**src/asc_pkg.sv**
```systemverilog
// constants, types and register map of the converter sequence control
`default_nettype none
package asc_pkg;

  // ---------------------------------------------------------------
  // register offsets
  // ---------------------------------------------------------------
  localparam logic [7:0] ASC_CTRL1_ADDR = 8'hb4;
  localparam logic [7:0] ASC_CTRL2_ADDR = 8'hb5;
  localparam logic [7:0] ASC_RES_LO_ADDR = 8'hba;
  localparam logic [7:0] ASC_RES_HI_ADDR = 8'hbb;

  // ---------------------------------------------------------------
  // field positions
  // ---------------------------------------------------------------
  localparam int ASC_DONE_BIT = 7;
  localparam int ASC_GO_BIT = 6;
  localparam int ASC_TRIG_LSB = 4;
  localparam int ASC_RNG_LSB = 2;
  localparam int ASC_RSV_LSB = 0;
  localparam int ASC_REF_LSB = 6;
  localparam int ASC_DEC_LSB = 4;
  localparam int ASC_CH_LSB = 0;
  localparam int ASC_RES_LO_LSB = 2;

  // ---------------------------------------------------------------
  // values after reset
  // ---------------------------------------------------------------
  localparam logic [1:0] ASC_TRIG_RST = 2'h3;
  localparam logic [1:0] ASC_RNG_RST = 2'h0;
  localparam logic [1:0] ASC_RSV_RST = 2'h3;
  localparam logic [1:0] ASC_REF_RST = 2'h0;
  localparam logic [1:0] ASC_DEC_RST = 2'h1;
  localparam logic [3:0] ASC_CH_RST = 4'h0;
  localparam logic [13:0] ASC_RES_RST = 14'h0000;

  // ---------------------------------------------------------------
  // timing, in core clocks and converter clocks
  // ---------------------------------------------------------------
  localparam int ASC_CONV_CLK_DIV = 6;
  localparam int ASC_CNT_W = 10;
  localparam logic [9:0] ASC_SETTLE_CYC = 10'h010;
  localparam logic [9:0] ASC_DEC_BASE = 10'h040;

  // ---------------------------------------------------------------
  // channel ranges and resolution masks
  // ---------------------------------------------------------------
  localparam logic [3:0] ASC_LAST_SE_CH = 4'h7;
  localparam logic [3:0] ASC_FIRST_DIFF_CH = 4'h8;
  localparam logic [3:0] ASC_LAST_DIFF_CH = 4'hb;
  localparam logic [13:0] ASC_MASK_8B = 14'h3fc0;
  localparam logic [13:0] ASC_MASK_10B = 14'h3ff0;
  localparam logic [13:0] ASC_MASK_12B = 14'h3ffc;
  localparam logic [13:0] ASC_MASK_13B = 14'h3ffe;

  // ---------------------------------------------------------------
  // enumerations
  // ---------------------------------------------------------------
  typedef enum logic [1:0] {
    ASC_TRIG_EXT = 2'h0,
    ASC_TRIG_FREE = 2'h1,
    ASC_TRIG_TIMER = 2'h2,
    ASC_TRIG_GO = 2'h3
  } asc_trig_e;

  typedef enum logic [1:0] {
    ASC_RNG_NORMAL = 2'h0,
    ASC_RNG_STEP = 2'h1,
    ASC_RNG_SEED = 2'h2,
    ASC_RNG_STOP = 2'h3
  } asc_rng_e;

  typedef enum logic [1:0] {
    ASC_ST_IDLE = 2'b01,
    ASC_ST_CONV = 2'b10
  } asc_state_e;

endpackage
`default_nettype wire

```
**src/asc_tick_div.sv**
```systemverilog
// converter clock enable: one pulse every DIV core clocks
`timescale 1ns/1ps
`default_nettype none
module asc_tick_div #(
  parameter int DIV = 6
) (
  // clock and reset
  input wire logic core_clk,
  input wire logic rst_n,
  // converter clock tick
  output logic tick
);

  typedef struct packed {
    logic [3:0] cnt;
    logic tick;
  } asc_div_s;

  asc_div_s s_q, s_d;

  always_comb begin
    s_d = s_q;
    s_d.tick = 1'b0;
    if (s_q.cnt == 4'(DIV - 1)) begin
      s_d.cnt = 4'h0;
      s_d.tick = 1'b1;
    end else begin
      s_d.cnt = s_q.cnt + 4'h1;
    end
  end

  always_ff @(posedge core_clk) begin
    if (!rst_n) begin
      s_q <= '0;
    end else begin
      s_q <= s_d;
    end
  end

  assign tick = s_q.tick;

endmodule // asc_tick_div
`default_nettype wire

```
**src/asc_seq_ctrl.sv**
```systemverilog
// converter sequence control: registers, triggers, sequencing, timing
//
// Functional notes
// high result byte holds bits 13:6
// done flag clears after both bytes read
// done flag stays high on overrun
// go bit starts when trigger go, idle
// trigger select chooses sequence start event
// random control field drives generator mode
// step and seed requests return to normal
// seeding waits for running converter
// software writes ones to reserved bits
// reference select drives sequence reference
// decimation select sets rate and resolution
// conversion length follows decimation rate
// last channel defines sequence range
// channel read returns result's channel
// low byte holds bits 5:0, zeros
// converter clock is core clock over six
// conversion lasts decimation plus sixteen ticks
// each sequence conversion raises dma trigger
// unused low result bits read zero
`timescale 1ns/1ps
`default_nettype none
module asc_seq_ctrl (
  // clock and reset
  input wire logic core_clk,
  input wire logic rst_n,
  // register port
  input wire logic [7:0] reg_addr,
  input wire logic [7:0] reg_wdata,
  input wire logic reg_wr,
  input wire logic reg_rd,
  output logic [7:0] reg_rdata,
  // start events
  input wire logic external_trigger_pin,
  input wire logic timer1_ch1_high,
  // analog front end
  input wire logic [13:0] conv_result,
  output logic conv_start,
  output logic conv_active,
  output logic [3:0] mux_channel,
  output logic [1:0] seq_ref,
  output logic [1:0] seq_dec,
  // dma triggers
  output logic dma_all,
  output logic [7:0] dma_chan,
  // random generator
  input wire logic rng_seed_done,
  output logic [1:0] rng_mode,
  output logic rng_step,
  output logic rng_seed_req
);

  // ---------------------------------------------------------------
  // state
  // ---------------------------------------------------------------
  typedef struct packed {
    asc_pkg::asc_state_e st;
    logic [9:0] cnt;
    logic [3:0] ch;
    logic [1:0] trig;
    logic go;
    logic [1:0] rng;
    logic [1:0] rsv;
    logic [1:0] refsel;
    logic [1:0] dec;
    logic [3:0] sch_end;
    logic [13:0] res;
    logic [3:0] res_ch;
    logic done;
    logic hi_rd;
    logic lo_rd;
    logic [7:0] rdata;
    logic ext_prev;
    logic dma_all;
    logic [7:0] dma_ch;
    logic rng_step;
    logic rng_seed;
    logic conv_start;
    logic active;
  } asc_state_s;

  asc_state_s s_q, s_d;
  logic tick;

  asc_tick_div #(
    .DIV(asc_pkg::ASC_CONV_CLK_DIV)
  ) u_tick_div (
    .core_clk(core_clk),
    .rst_n(rst_n),
    .tick(tick)
  );

  // ---------------------------------------------------------------
  // decoded helpers
  // ---------------------------------------------------------------
  logic [9:0] conv_len;
  logic [13:0] res_mask;
  logic [3:0] first_ch;
  logic wr_c1, wr_c2, rd_hi, rd_lo;
  logic start_ev, conv_end, seq_end;

  always_comb begin
    // sixteen settling ticks plus the decimation rate
    conv_len = (asc_pkg::ASC_DEC_BASE << s_q.dec)
      + asc_pkg::ASC_SETTLE_CYC;
    unique case (s_q.dec)
      2'h0: res_mask = asc_pkg::ASC_MASK_8B;
      2'h1: res_mask = asc_pkg::ASC_MASK_10B;
      2'h2: res_mask = asc_pkg::ASC_MASK_12B;
      2'h3: res_mask = asc_pkg::ASC_MASK_13B;
    endcase

    if (s_q.sch_end <= asc_pkg::ASC_LAST_SE_CH) begin
      first_ch = 4'h0;
    end else if (s_q.sch_end <= asc_pkg::ASC_LAST_DIFF_CH) begin
      first_ch = asc_pkg::ASC_FIRST_DIFF_CH;
    end else begin
      first_ch = s_q.sch_end;
    end
    wr_c1 = reg_wr && (reg_addr == asc_pkg::ASC_CTRL1_ADDR);
    wr_c2 = reg_wr && (reg_addr == asc_pkg::ASC_CTRL2_ADDR);
    rd_hi = reg_rd && (reg_addr == asc_pkg::ASC_RES_HI_ADDR);
    rd_lo = reg_rd && (reg_addr == asc_pkg::ASC_RES_LO_ADDR);
    conv_end = (s_q.st == asc_pkg::ASC_ST_CONV) && tick
      && (s_q.cnt == conv_len - 10'h001);
    // >= also ends a run whose end was lowered mid-run
    seq_end = conv_end && (s_q.ch >= s_q.sch_end);

    unique case (s_q.trig)
      asc_pkg::ASC_TRIG_EXT:
        start_ev = external_trigger_pin && !s_q.ext_prev;
      asc_pkg::ASC_TRIG_FREE: start_ev = 1'b1;
      asc_pkg::ASC_TRIG_TIMER: start_ev = timer1_ch1_high;
      asc_pkg::ASC_TRIG_GO: start_ev = s_q.go;
    endcase
  end

  // ---------------------------------------------------------------
  // next state
  // ---------------------------------------------------------------
  always_comb begin
    s_d = s_q;
    s_d.ext_prev = external_trigger_pin;
    s_d.conv_start = 1'b0;
    s_d.dma_all = 1'b0;
    s_d.dma_ch = 8'h00;
    s_d.rng_step = 1'b0;

    // sequencer
    unique case (s_q.st)
      asc_pkg::ASC_ST_IDLE: begin
        if (start_ev) begin
          s_d.st = asc_pkg::ASC_ST_CONV;
          s_d.ch = first_ch;
          s_d.cnt = 10'h000;
          s_d.conv_start = 1'b1;
        end
      end
      asc_pkg::ASC_ST_CONV: begin
        if (tick) begin
          s_d.cnt = s_q.cnt + 10'h001;
        end
        if (conv_end) begin
          s_d.res = conv_result & res_mask;
          s_d.res_ch = s_q.ch;
          s_d.dma_all = 1'b1;
          if (s_q.ch <= asc_pkg::ASC_LAST_SE_CH) begin
            s_d.dma_ch = 8'h01 << s_q.ch[2:0];
          end
          if (seq_end) begin
            s_d.go = 1'b0;
            s_d.st = asc_pkg::ASC_ST_IDLE;
          end else begin
            s_d.ch = s_q.ch + 4'h1;
            s_d.cnt = 10'h000;
            s_d.conv_start = 1'b1;
          end
        end
      end
      default: begin
        // illegal one-hot code: back to idle, no run pending
        s_d.st = asc_pkg::ASC_ST_IDLE;
        s_d.go = 1'b0;
      end
    endcase
    s_d.active = (s_d.st == asc_pkg::ASC_ST_CONV);

    // -----------------------------------------------------------
    // done flag: both bytes read clears, a new result sets and wins
    // -----------------------------------------------------------
    if (rd_hi) begin
      s_d.hi_rd = 1'b1;
    end
    if (rd_lo) begin
      s_d.lo_rd = 1'b1;
    end
    if (s_d.hi_rd && s_d.lo_rd) begin
      s_d.done = 1'b0;
      s_d.hi_rd = 1'b0;
      s_d.lo_rd = 1'b0;
    end
    if (conv_end) begin
      s_d.done = 1'b1;
      s_d.hi_rd = 1'b0;
      s_d.lo_rd = 1'b0;
    end

    // -----------------------------------------------------------
    // random generator requests
    // -----------------------------------------------------------
    if (s_q.rng == asc_pkg::ASC_RNG_STEP) begin
      s_d.rng_step = 1'b1;
      s_d.rng = asc_pkg::ASC_RNG_NORMAL;
    end
    // seeding only while the modulator runs
    // next state, so the request drops with the last conversion
    s_d.rng_seed = (s_q.rng == asc_pkg::ASC_RNG_SEED)
      && (s_d.st == asc_pkg::ASC_ST_CONV);
    if (s_q.rng_seed && rng_seed_done) begin
      s_d.rng = asc_pkg::ASC_RNG_NORMAL;
      s_d.rng_seed = 1'b0;
    end

    // -----------------------------------------------------------
    // register writes
    // -----------------------------------------------------------
    if (wr_c1) begin
      s_d.trig = reg_wdata[asc_pkg::ASC_TRIG_LSB +: 2];
      s_d.rng = reg_wdata[asc_pkg::ASC_RNG_LSB +: 2];
      s_d.rsv = reg_wdata[asc_pkg::ASC_RSV_LSB +: 2];
      // go accepted only when selected and nothing runs
      if (reg_wdata[asc_pkg::ASC_GO_BIT]
          && (reg_wdata[asc_pkg::ASC_TRIG_LSB +: 2]
              == asc_pkg::ASC_TRIG_GO)
          && (s_q.st == asc_pkg::ASC_ST_IDLE) && !s_q.go) begin
        s_d.go = 1'b1;
      end
    end
    if (wr_c2) begin
      s_d.refsel = reg_wdata[asc_pkg::ASC_REF_LSB +: 2];
      s_d.dec = reg_wdata[asc_pkg::ASC_DEC_LSB +: 2];
      s_d.sch_end = reg_wdata[asc_pkg::ASC_CH_LSB +: 4];
    end

    // -----------------------------------------------------------
    // register reads, data in the following cycle only
    // -----------------------------------------------------------
    s_d.rdata = 8'h00;
    if (reg_rd) begin
      unique case (reg_addr)
        asc_pkg::ASC_CTRL1_ADDR:
          s_d.rdata = {s_q.done, s_q.go, s_q.trig, s_q.rng, s_q.rsv};
        asc_pkg::ASC_CTRL2_ADDR:
          s_d.rdata = {s_q.refsel, s_q.dec, s_q.res_ch};
        asc_pkg::ASC_RES_LO_ADDR:
          s_d.rdata = {s_q.res[5:0], 2'b00};
        asc_pkg::ASC_RES_HI_ADDR:
          s_d.rdata = s_q.res[13:6];
        default: s_d.rdata = 8'h00;
      endcase
    end
  end

  // ---------------------------------------------------------------
  // state register
  // ---------------------------------------------------------------
  always_ff @(posedge core_clk) begin
    if (!rst_n) begin
      s_q <= '0;
      s_q.st <= asc_pkg::ASC_ST_IDLE;
      s_q.trig <= asc_pkg::ASC_TRIG_RST;
      s_q.rng <= asc_pkg::ASC_RNG_RST;
      s_q.rsv <= asc_pkg::ASC_RSV_RST;
      s_q.refsel <= asc_pkg::ASC_REF_RST;
      s_q.dec <= asc_pkg::ASC_DEC_RST;
      s_q.sch_end <= asc_pkg::ASC_CH_RST;
      s_q.res_ch <= asc_pkg::ASC_CH_RST;
      s_q.res <= asc_pkg::ASC_RES_RST;
    end else begin
      s_q <= s_d;
    end
  end

  // ---------------------------------------------------------------
  // outputs, all from flip-flops
  // ---------------------------------------------------------------
  assign reg_rdata = s_q.rdata;
  assign conv_start = s_q.conv_start;
  assign conv_active = s_q.active;
  assign mux_channel = s_q.ch;
  assign seq_ref = s_q.refsel;
  assign seq_dec = s_q.dec;
  assign dma_all = s_q.dma_all;
  assign dma_chan = s_q.dma_ch;
  assign rng_mode = s_q.rng;
  assign rng_step = s_q.rng_step;
  assign rng_seed_req = s_q.rng_seed;

endmodule // asc_seq_ctrl
`default_nettype wire

```
**config.mk**
```make
export PLATFORM = sky130hd
export DESIGN_NAME = asc_seq_ctrl
export DESIGN_NICKNAME = d
export VERILOG_FILES = /design/src/asc_pkg.sv /design/src/asc_tick_div.sv /design/src/asc_seq_ctrl.sv
export SDC_FILE = /design/constraint.sdc
export NUM_CORES = 1
export LEC_CHECK = 0
export BUFFER_PORTS_ARGS = -buffer_cell sky130_fd_sc_hd__clkbuf_2
export CELL_PAD_IN_SITES_DETAIL_PLACEMENT = 0
export CELL_PAD_IN_SITES_GLOBAL_PLACEMENT = 1
export CORE_ASPECT_RATIO = 0.6
export CORE_MARGIN = 4
export CORE_UTILIZATION = 45
export CTS_BUF_LIST = sky130_fd_sc_hd__clkbuf_16
export DETAILED_ROUTE_END_ITERATION = 8
export GPL_TIMING_DRIVEN = 0
export PLACE_DENSITY = 0.92
export SLEW_MARGIN = 30
export SYNTH_ARGS = -nofsm -noshare
export SYNTH_HDL_FRONTEND = slang
export SYNTH_HIERARCHICAL = 1
export SYNTH_SLANG_ARGS = --single-unit
```
**constraint.sdc**
```tcl
create_clock -name core_clk -period 3.75 [get_ports core_clk]
set_clock_uncertainty 0.05 [all_clocks]
set_input_delay 0.75 -clock core_clk [delete_from_list [all_inputs] [get_ports core_clk]]
set_output_delay 0.75 -clock core_clk [all_outputs]
set_load 0.005 [all_outputs]
```
Word-level counts from Yosys, hierarchy flattened
Cells that the tools add are included.
Operators by class
  $add $sub $neg: 5
  order comparisons: 4
  equal/unequal tests: 21
  shifts and indexed selects: 2
  muxes and demuxes: 31
  bitwise logic cells: 2
  reduce and logical (&&, ||, !) cells: 30
Operators with widths (number)
  14-bit one-hot mux with 4 select lines: 1
  8-bit == test, second input constant: 4
  16-bit two-way mux: 2
  8-bit one-hot mux with 4 select lines: 1
  14-bit one-hot mux with 2 select lines: 1
  2-bit == test, second input constant: 8
  14-bit bitwise AND: 1
  1-bit logical AND: 14
  14-bit two-way mux: 1
  10-bit by 1-bit adder with 10-bit output, second input constant: 1
  10-bit by 5-bit adder with 10-bit output, second input constant: 1
  10-bit == test: 1
  1-bit two-way mux: 10
  10-bit two-way mux: 1
  7-bit by 2-bit left shift with 10-bit output, first input constant: 1
  10-bit by 1-bit subtractor with 10-bit output, second input constant: 1
  9-bit two-way mux: 1
  4-bit by 1-bit adder with 4-bit output, second input constant: 2
  2-bit by 1-bit == test with 1-bit output, second input constant: 4
  4-bit by 3-bit <= comparator with 1-bit output, second input constant: 2
  4-bit two-way mux: 2
  8-bit two-way mux: 1
  2-bit AND reduction: 4
  4-bit AND reduction: 2
  other kinds (18): 28
Word-level totals
  register bits after elaboration: 79
  bits of input ports: 37
  output and inout port bits: 31
  logic and storage cells: 120

Longest topological paths before layout
  depth after elaboration: 11
  gate-level depth with buffers: 9

Hierarchy
Netlist, hierarchy kept.
Modules (own cells, without submodules)
  asc_seq_ctrl: instances 1, cells each 430, area each 3632.2 sq um
  asc_tick_div: instances 1, cells each 21, area each 216.5 sq um

Worst setup path before layout
No wires, ideal clock.
  path type: register -> register
  start point: register s_q (netlist bit mux_channel[0])
  end point: register s_q (netlist bit mux_channel[1])
  setup time: 0.116 ns
  arrival time: 2.119 ns
  setup slack: 1.465 ns
  stages on the path, launching flop included: 10
  path buffers: 1
  period minus slack after synthesis: 2.285 ns
  cells stage by stage: dfxtp_1 > inv_1 > ha_1 > nand2b_1 > a2111oi_0 > nor3_1 > o21ai_2 > buf_4 > a21oi_1 > a41o_1
On the way
  word-level cells in the longest chain between the ends: 4
  elaborated cells on any way between the ends: 8
  those cells by class: add/sub: 1; order compare: 1; eq/ne: 1; mux: 3; reduce/logical: 2
RTL lines
  start, declared: RTL line asc_seq_ctrl.sv:84  | asc_state_s s_q, s_d;
  4-bit by 1-bit adder with 4-bit output / 4-bit >= comparator (equally long branches): RTL line asc_seq_ctrl.sv:176, asc_seq_ctrl.sv:129
  14-bit two-way mux / 1-bit logical AND (equally long branches): RTL line asc_seq_ctrl.sv:172, asc_seq_ctrl.sv:129
  16-bit two-way mux / 2-bit != test (equally long branches)
  14-bit one-hot mux with 2 select lines / 4-bit AND reduction (equally long branches)
Parallel ways exist; a longest one is shown, timed or not. The select of a mux whose other input is x is not followed.
A chain may end at the register's enable or synchronous reset.

Worst setup path after layout
Ends and elaborated chain as after synthesis.

==> flow_summary.ini <==
[sta]
max_freq_mhz = 366
period_share = 0.729
tns_ns = 0
fin_crit_ns = 2.73
rsz0062_at_grt = false
drv_slew = 0
tightest_slew_ns = 0.949
hold_viol = 0
maxSlewHeadroom = 0.362
final-setup-viol-count = 0

[placed_design]
io_buffers = 66
dp.cells = 625
gp_congestion = 0.893
place_hpwl_um = 7650

[yosys]
synth_edf_count = 0
ys_ff_latch = 78
synth_fp_nets = 503
syn-instance-count = 451
synth_area_leaders = dfxtp_1 (41%), nand2_1 (7.0%), buf_4 (5.5%)
synth.yosys.seq_area_share = 0.406
synth.distinct_cells = 65
yosysWarnings = 6
avgSynthCellArea_um2 = 8.53
synthFlopType = dfxtp_1
syn_area_um2 = 3850
post-synth-top-count-cell = dfxtp_1
synth_top_cells_by_count = dfxtp_1 (78), nand2_1 (72), buf_4 (28), nand3_1 (28), nor2_1 (27)
synth_area_leader_cell = dfxtp_1
synth_top_area_share = 0.406
postSynth.asyncResetShare = 0

[final_layout]
synthToLayoutAreaGrowth_pct = 20.3
drive_gt1_frac = 0.251
stdcell_count = 641
nNetsFinal = 580
diodes = 0

[critical_path]
critPathLaunch = mux_channel[0]$_SDFFE_PN0P_
r2r_setup_slack_ns = 1.02
critPathRequiredTime_ns = 3.94
reg2reg_to = mux_channel[1]$_SDFFE_PN0P_
critical_path_arrival_ns = 2.92
path_class = register to register
cp-start-kind = register
end_kind = register
reg2reg_from = mux_channel[0]$_SDFFE_PN0P_
cp-endpoint = mux_channel[1]$_SDFFE_PN0P_
reg2reg_depth = 9
cp_max_fo = 10

[pwr]
p_leak_nw = 1.88
power.switching_w = 0.000407
power_frac_seq = 0.452
comb_power_share = 0.050
power_density_nw_per_um2 = 402
clkPwrFrac = 0.498
internal_power_w = 0.00145
vdd_drop_max_mv = 0.186
p_sw_frac = 0.219

[min_path]
hold_class = register to register
worstHoldStart = s_q[34]$_SDFFE_PN0P_

[clocking]
clock-sinks = 78
cts-buffers-inserted = 9
clockRootBuffer = clkbuf_16
cts_tree = yes
clock_latency_ns = 0.34
clockBufferDepth = 2
cts.repair.resized = 0
htree_num_levels = 3
clk_pin_slew_worst_paths_ns = 0.06
hold_buffers = 0
post_cts_buffers = 0

[die]
std_cell_rows = 25
die_y_um = 79.6
start_util = 0.475
num_io_pins = 68
core_um2 = 8100
fp.dieW_um = 127
dieArea_um2 = 10100

[routing]
routed_wl_um = 10100
dr.pass1.iters = 5
wl_per_cell_um = 15.8
ant_nets = 0
via_count = 3491
route.detailed.drc = 0
drt-initial-drc-count = 331
viasPerCell = 5.45

[grt]
grt-ovfl-total = 0
grt_pass1_wl_um = 16300
grtUsageTotal = 0.205
antenna_found_initial = 0
grt_pass1_vias = 3189
grt_max_degree = 14

[status]
status = complete, no violations

[run]
maxCapViolCount = 0
==> sequential cells by signal, indices dropped and copies added (netlist names) <==
signal	flops
conv_active	1
conv_start	1
dma_all	1
dma_chan	8
mux_channel	4
reg_rdata	8
rng_mode	2
rng_seed_req	1
rng_step	1
s_q	42
seq_dec	2
seq_ref	2
u_tick_div/s_q	4
u_tick_div/tick	1
==> per-layer routing <==
metal	wire length [um]	GRT usage	vias to the layer above
met5	0	0	-
met4	43	0.0332	0
met3	1130	0.0709	6
met2	4110	0.288	151
met1	4840	0.304	1616
li1	-	-	1718
==> critical path: stages (launching register included) <==
cell	delay (ns)
dfxtp_1	0.46
inv_1	0.18
ha_1	0.31
nand2b_1	0.13
a2111oi_0	0.53
nor3_1	0.21
o21ai_2	0.23
buf_4	0.22
a21oi_1	0.08
a41o_1	0.23
==> kinds of logic (layout without fill, tap and decap cells) <==
| group | Yosys count | count (layout) | share of synthesized area |
|---|---|---|---|
| AOI/OAI and AO/OA | 103 | 103 | 0.197 |
| adders and majority gates | 15 | 15 | 0.0488 |
| buffers and inverters | 64 | 146 | 0.0940 |
| DFF | 78 | 78 | 0.406 |
| muxes | 3 | 3 | 0.00813 |
| and+or+nand+nor | 188 | 188 | 0.246 |
==> through the flow <==
step	util	hold slack [ns]	setup WS [ns]	total power, W	instance area (um^2)
after floorplan	-	0.372	1.47	0.000907	3850
after global placement	0.533	0.395	1.04	0.000948	4310
after detailed placement	0.533	0.403	1.01	0.000949	4310
after CTS	0.571	0.413	1.04	0.00187	4630
after global routing	0.571	0.437	0.709	0.00191	4630
final	0.571	0.415	1.02	0.00186	4630
==> power by group through the flow <==
| stage | Sequential [W] | Clock (W) | Combinational, W |
|---|---|---|---|
| 2_1_floorplan | 0.000857 | 0 | 0.0000506 |
| 3_3_place_gp | 0.000858 | 0 | 0.0000903 |
| 3_5_place_dp | 0.000858 | 0 | 0.0000913 |
| 4_1_cts | 0.000840 | 0.000935 | 0.0000915 |
| 5_1_grt | 0.000840 | 0.000972 | 0.000103 |
| 6_report | 0.000840 | 0.000926 | 0.0000930 |
==> cell usage in the layout, fill, tap and decap left out, types with 7 or more instances in the layout <==
| master | instances |
|---|---|
| a21boi_0 | 23 |
| a21oi_1 | 22 |
| a22oi_1 | 14 |
| buf_4 | 28 |
| clkbuf_1 | 9 |
| clkbuf_16 | 9 |
| clkbuf_2 | 68 |
| dfxtp_1 | 78 |
| ha_1 | 15 |
| inv_1 | 17 |
| nand2_1 | 72 |
| nand3_1 | 28 |
| nand4_1 | 7 |
| nor2_1 | 27 |
| nor2b_1 | 9 |
| nor3_1 | 9 |
| o21ai_0 | 11 |
==> worst min path at each step <==
| stage | to | slack [ns] | cells past startpoint |
|---|---|---|---|
| after floorplan | rng_step$_SDFF_PN0_ | 0.37 | 1 |
| after global placement | u_tick_div/s_q[1]$_SDFF_PP0_ | 0.39 | 1 |
| after detailed placement | reg_rdata[0]$_SDFF_PN0_ | 0.40 | 2 |
| after CTS | reg_rdata[0]$_SDFF_PN0_ | 0.41 | 2 |
| after global routing | s_q[34]$_SDFFE_PN0P_ | 0.44 | 2 |
| final | s_q[34]$_SDFFE_PN0P_ | 0.41 | 2 |
==> cell type report <==
cell class | count | area (um^2)
inverters | 18 | 67.6
well taps | 108 | 135
clock buffers | 9 | 225
plain buffers | 46 | 294
flip-flops and latches | 78 | 1560
fillers | 749 | 3470
clock inverters | 7 | 88.8
repair buffers | 66 | 330
multi-input cells | 309 | 1930
No activity file was read; power rests on OpenSTA's default activity.
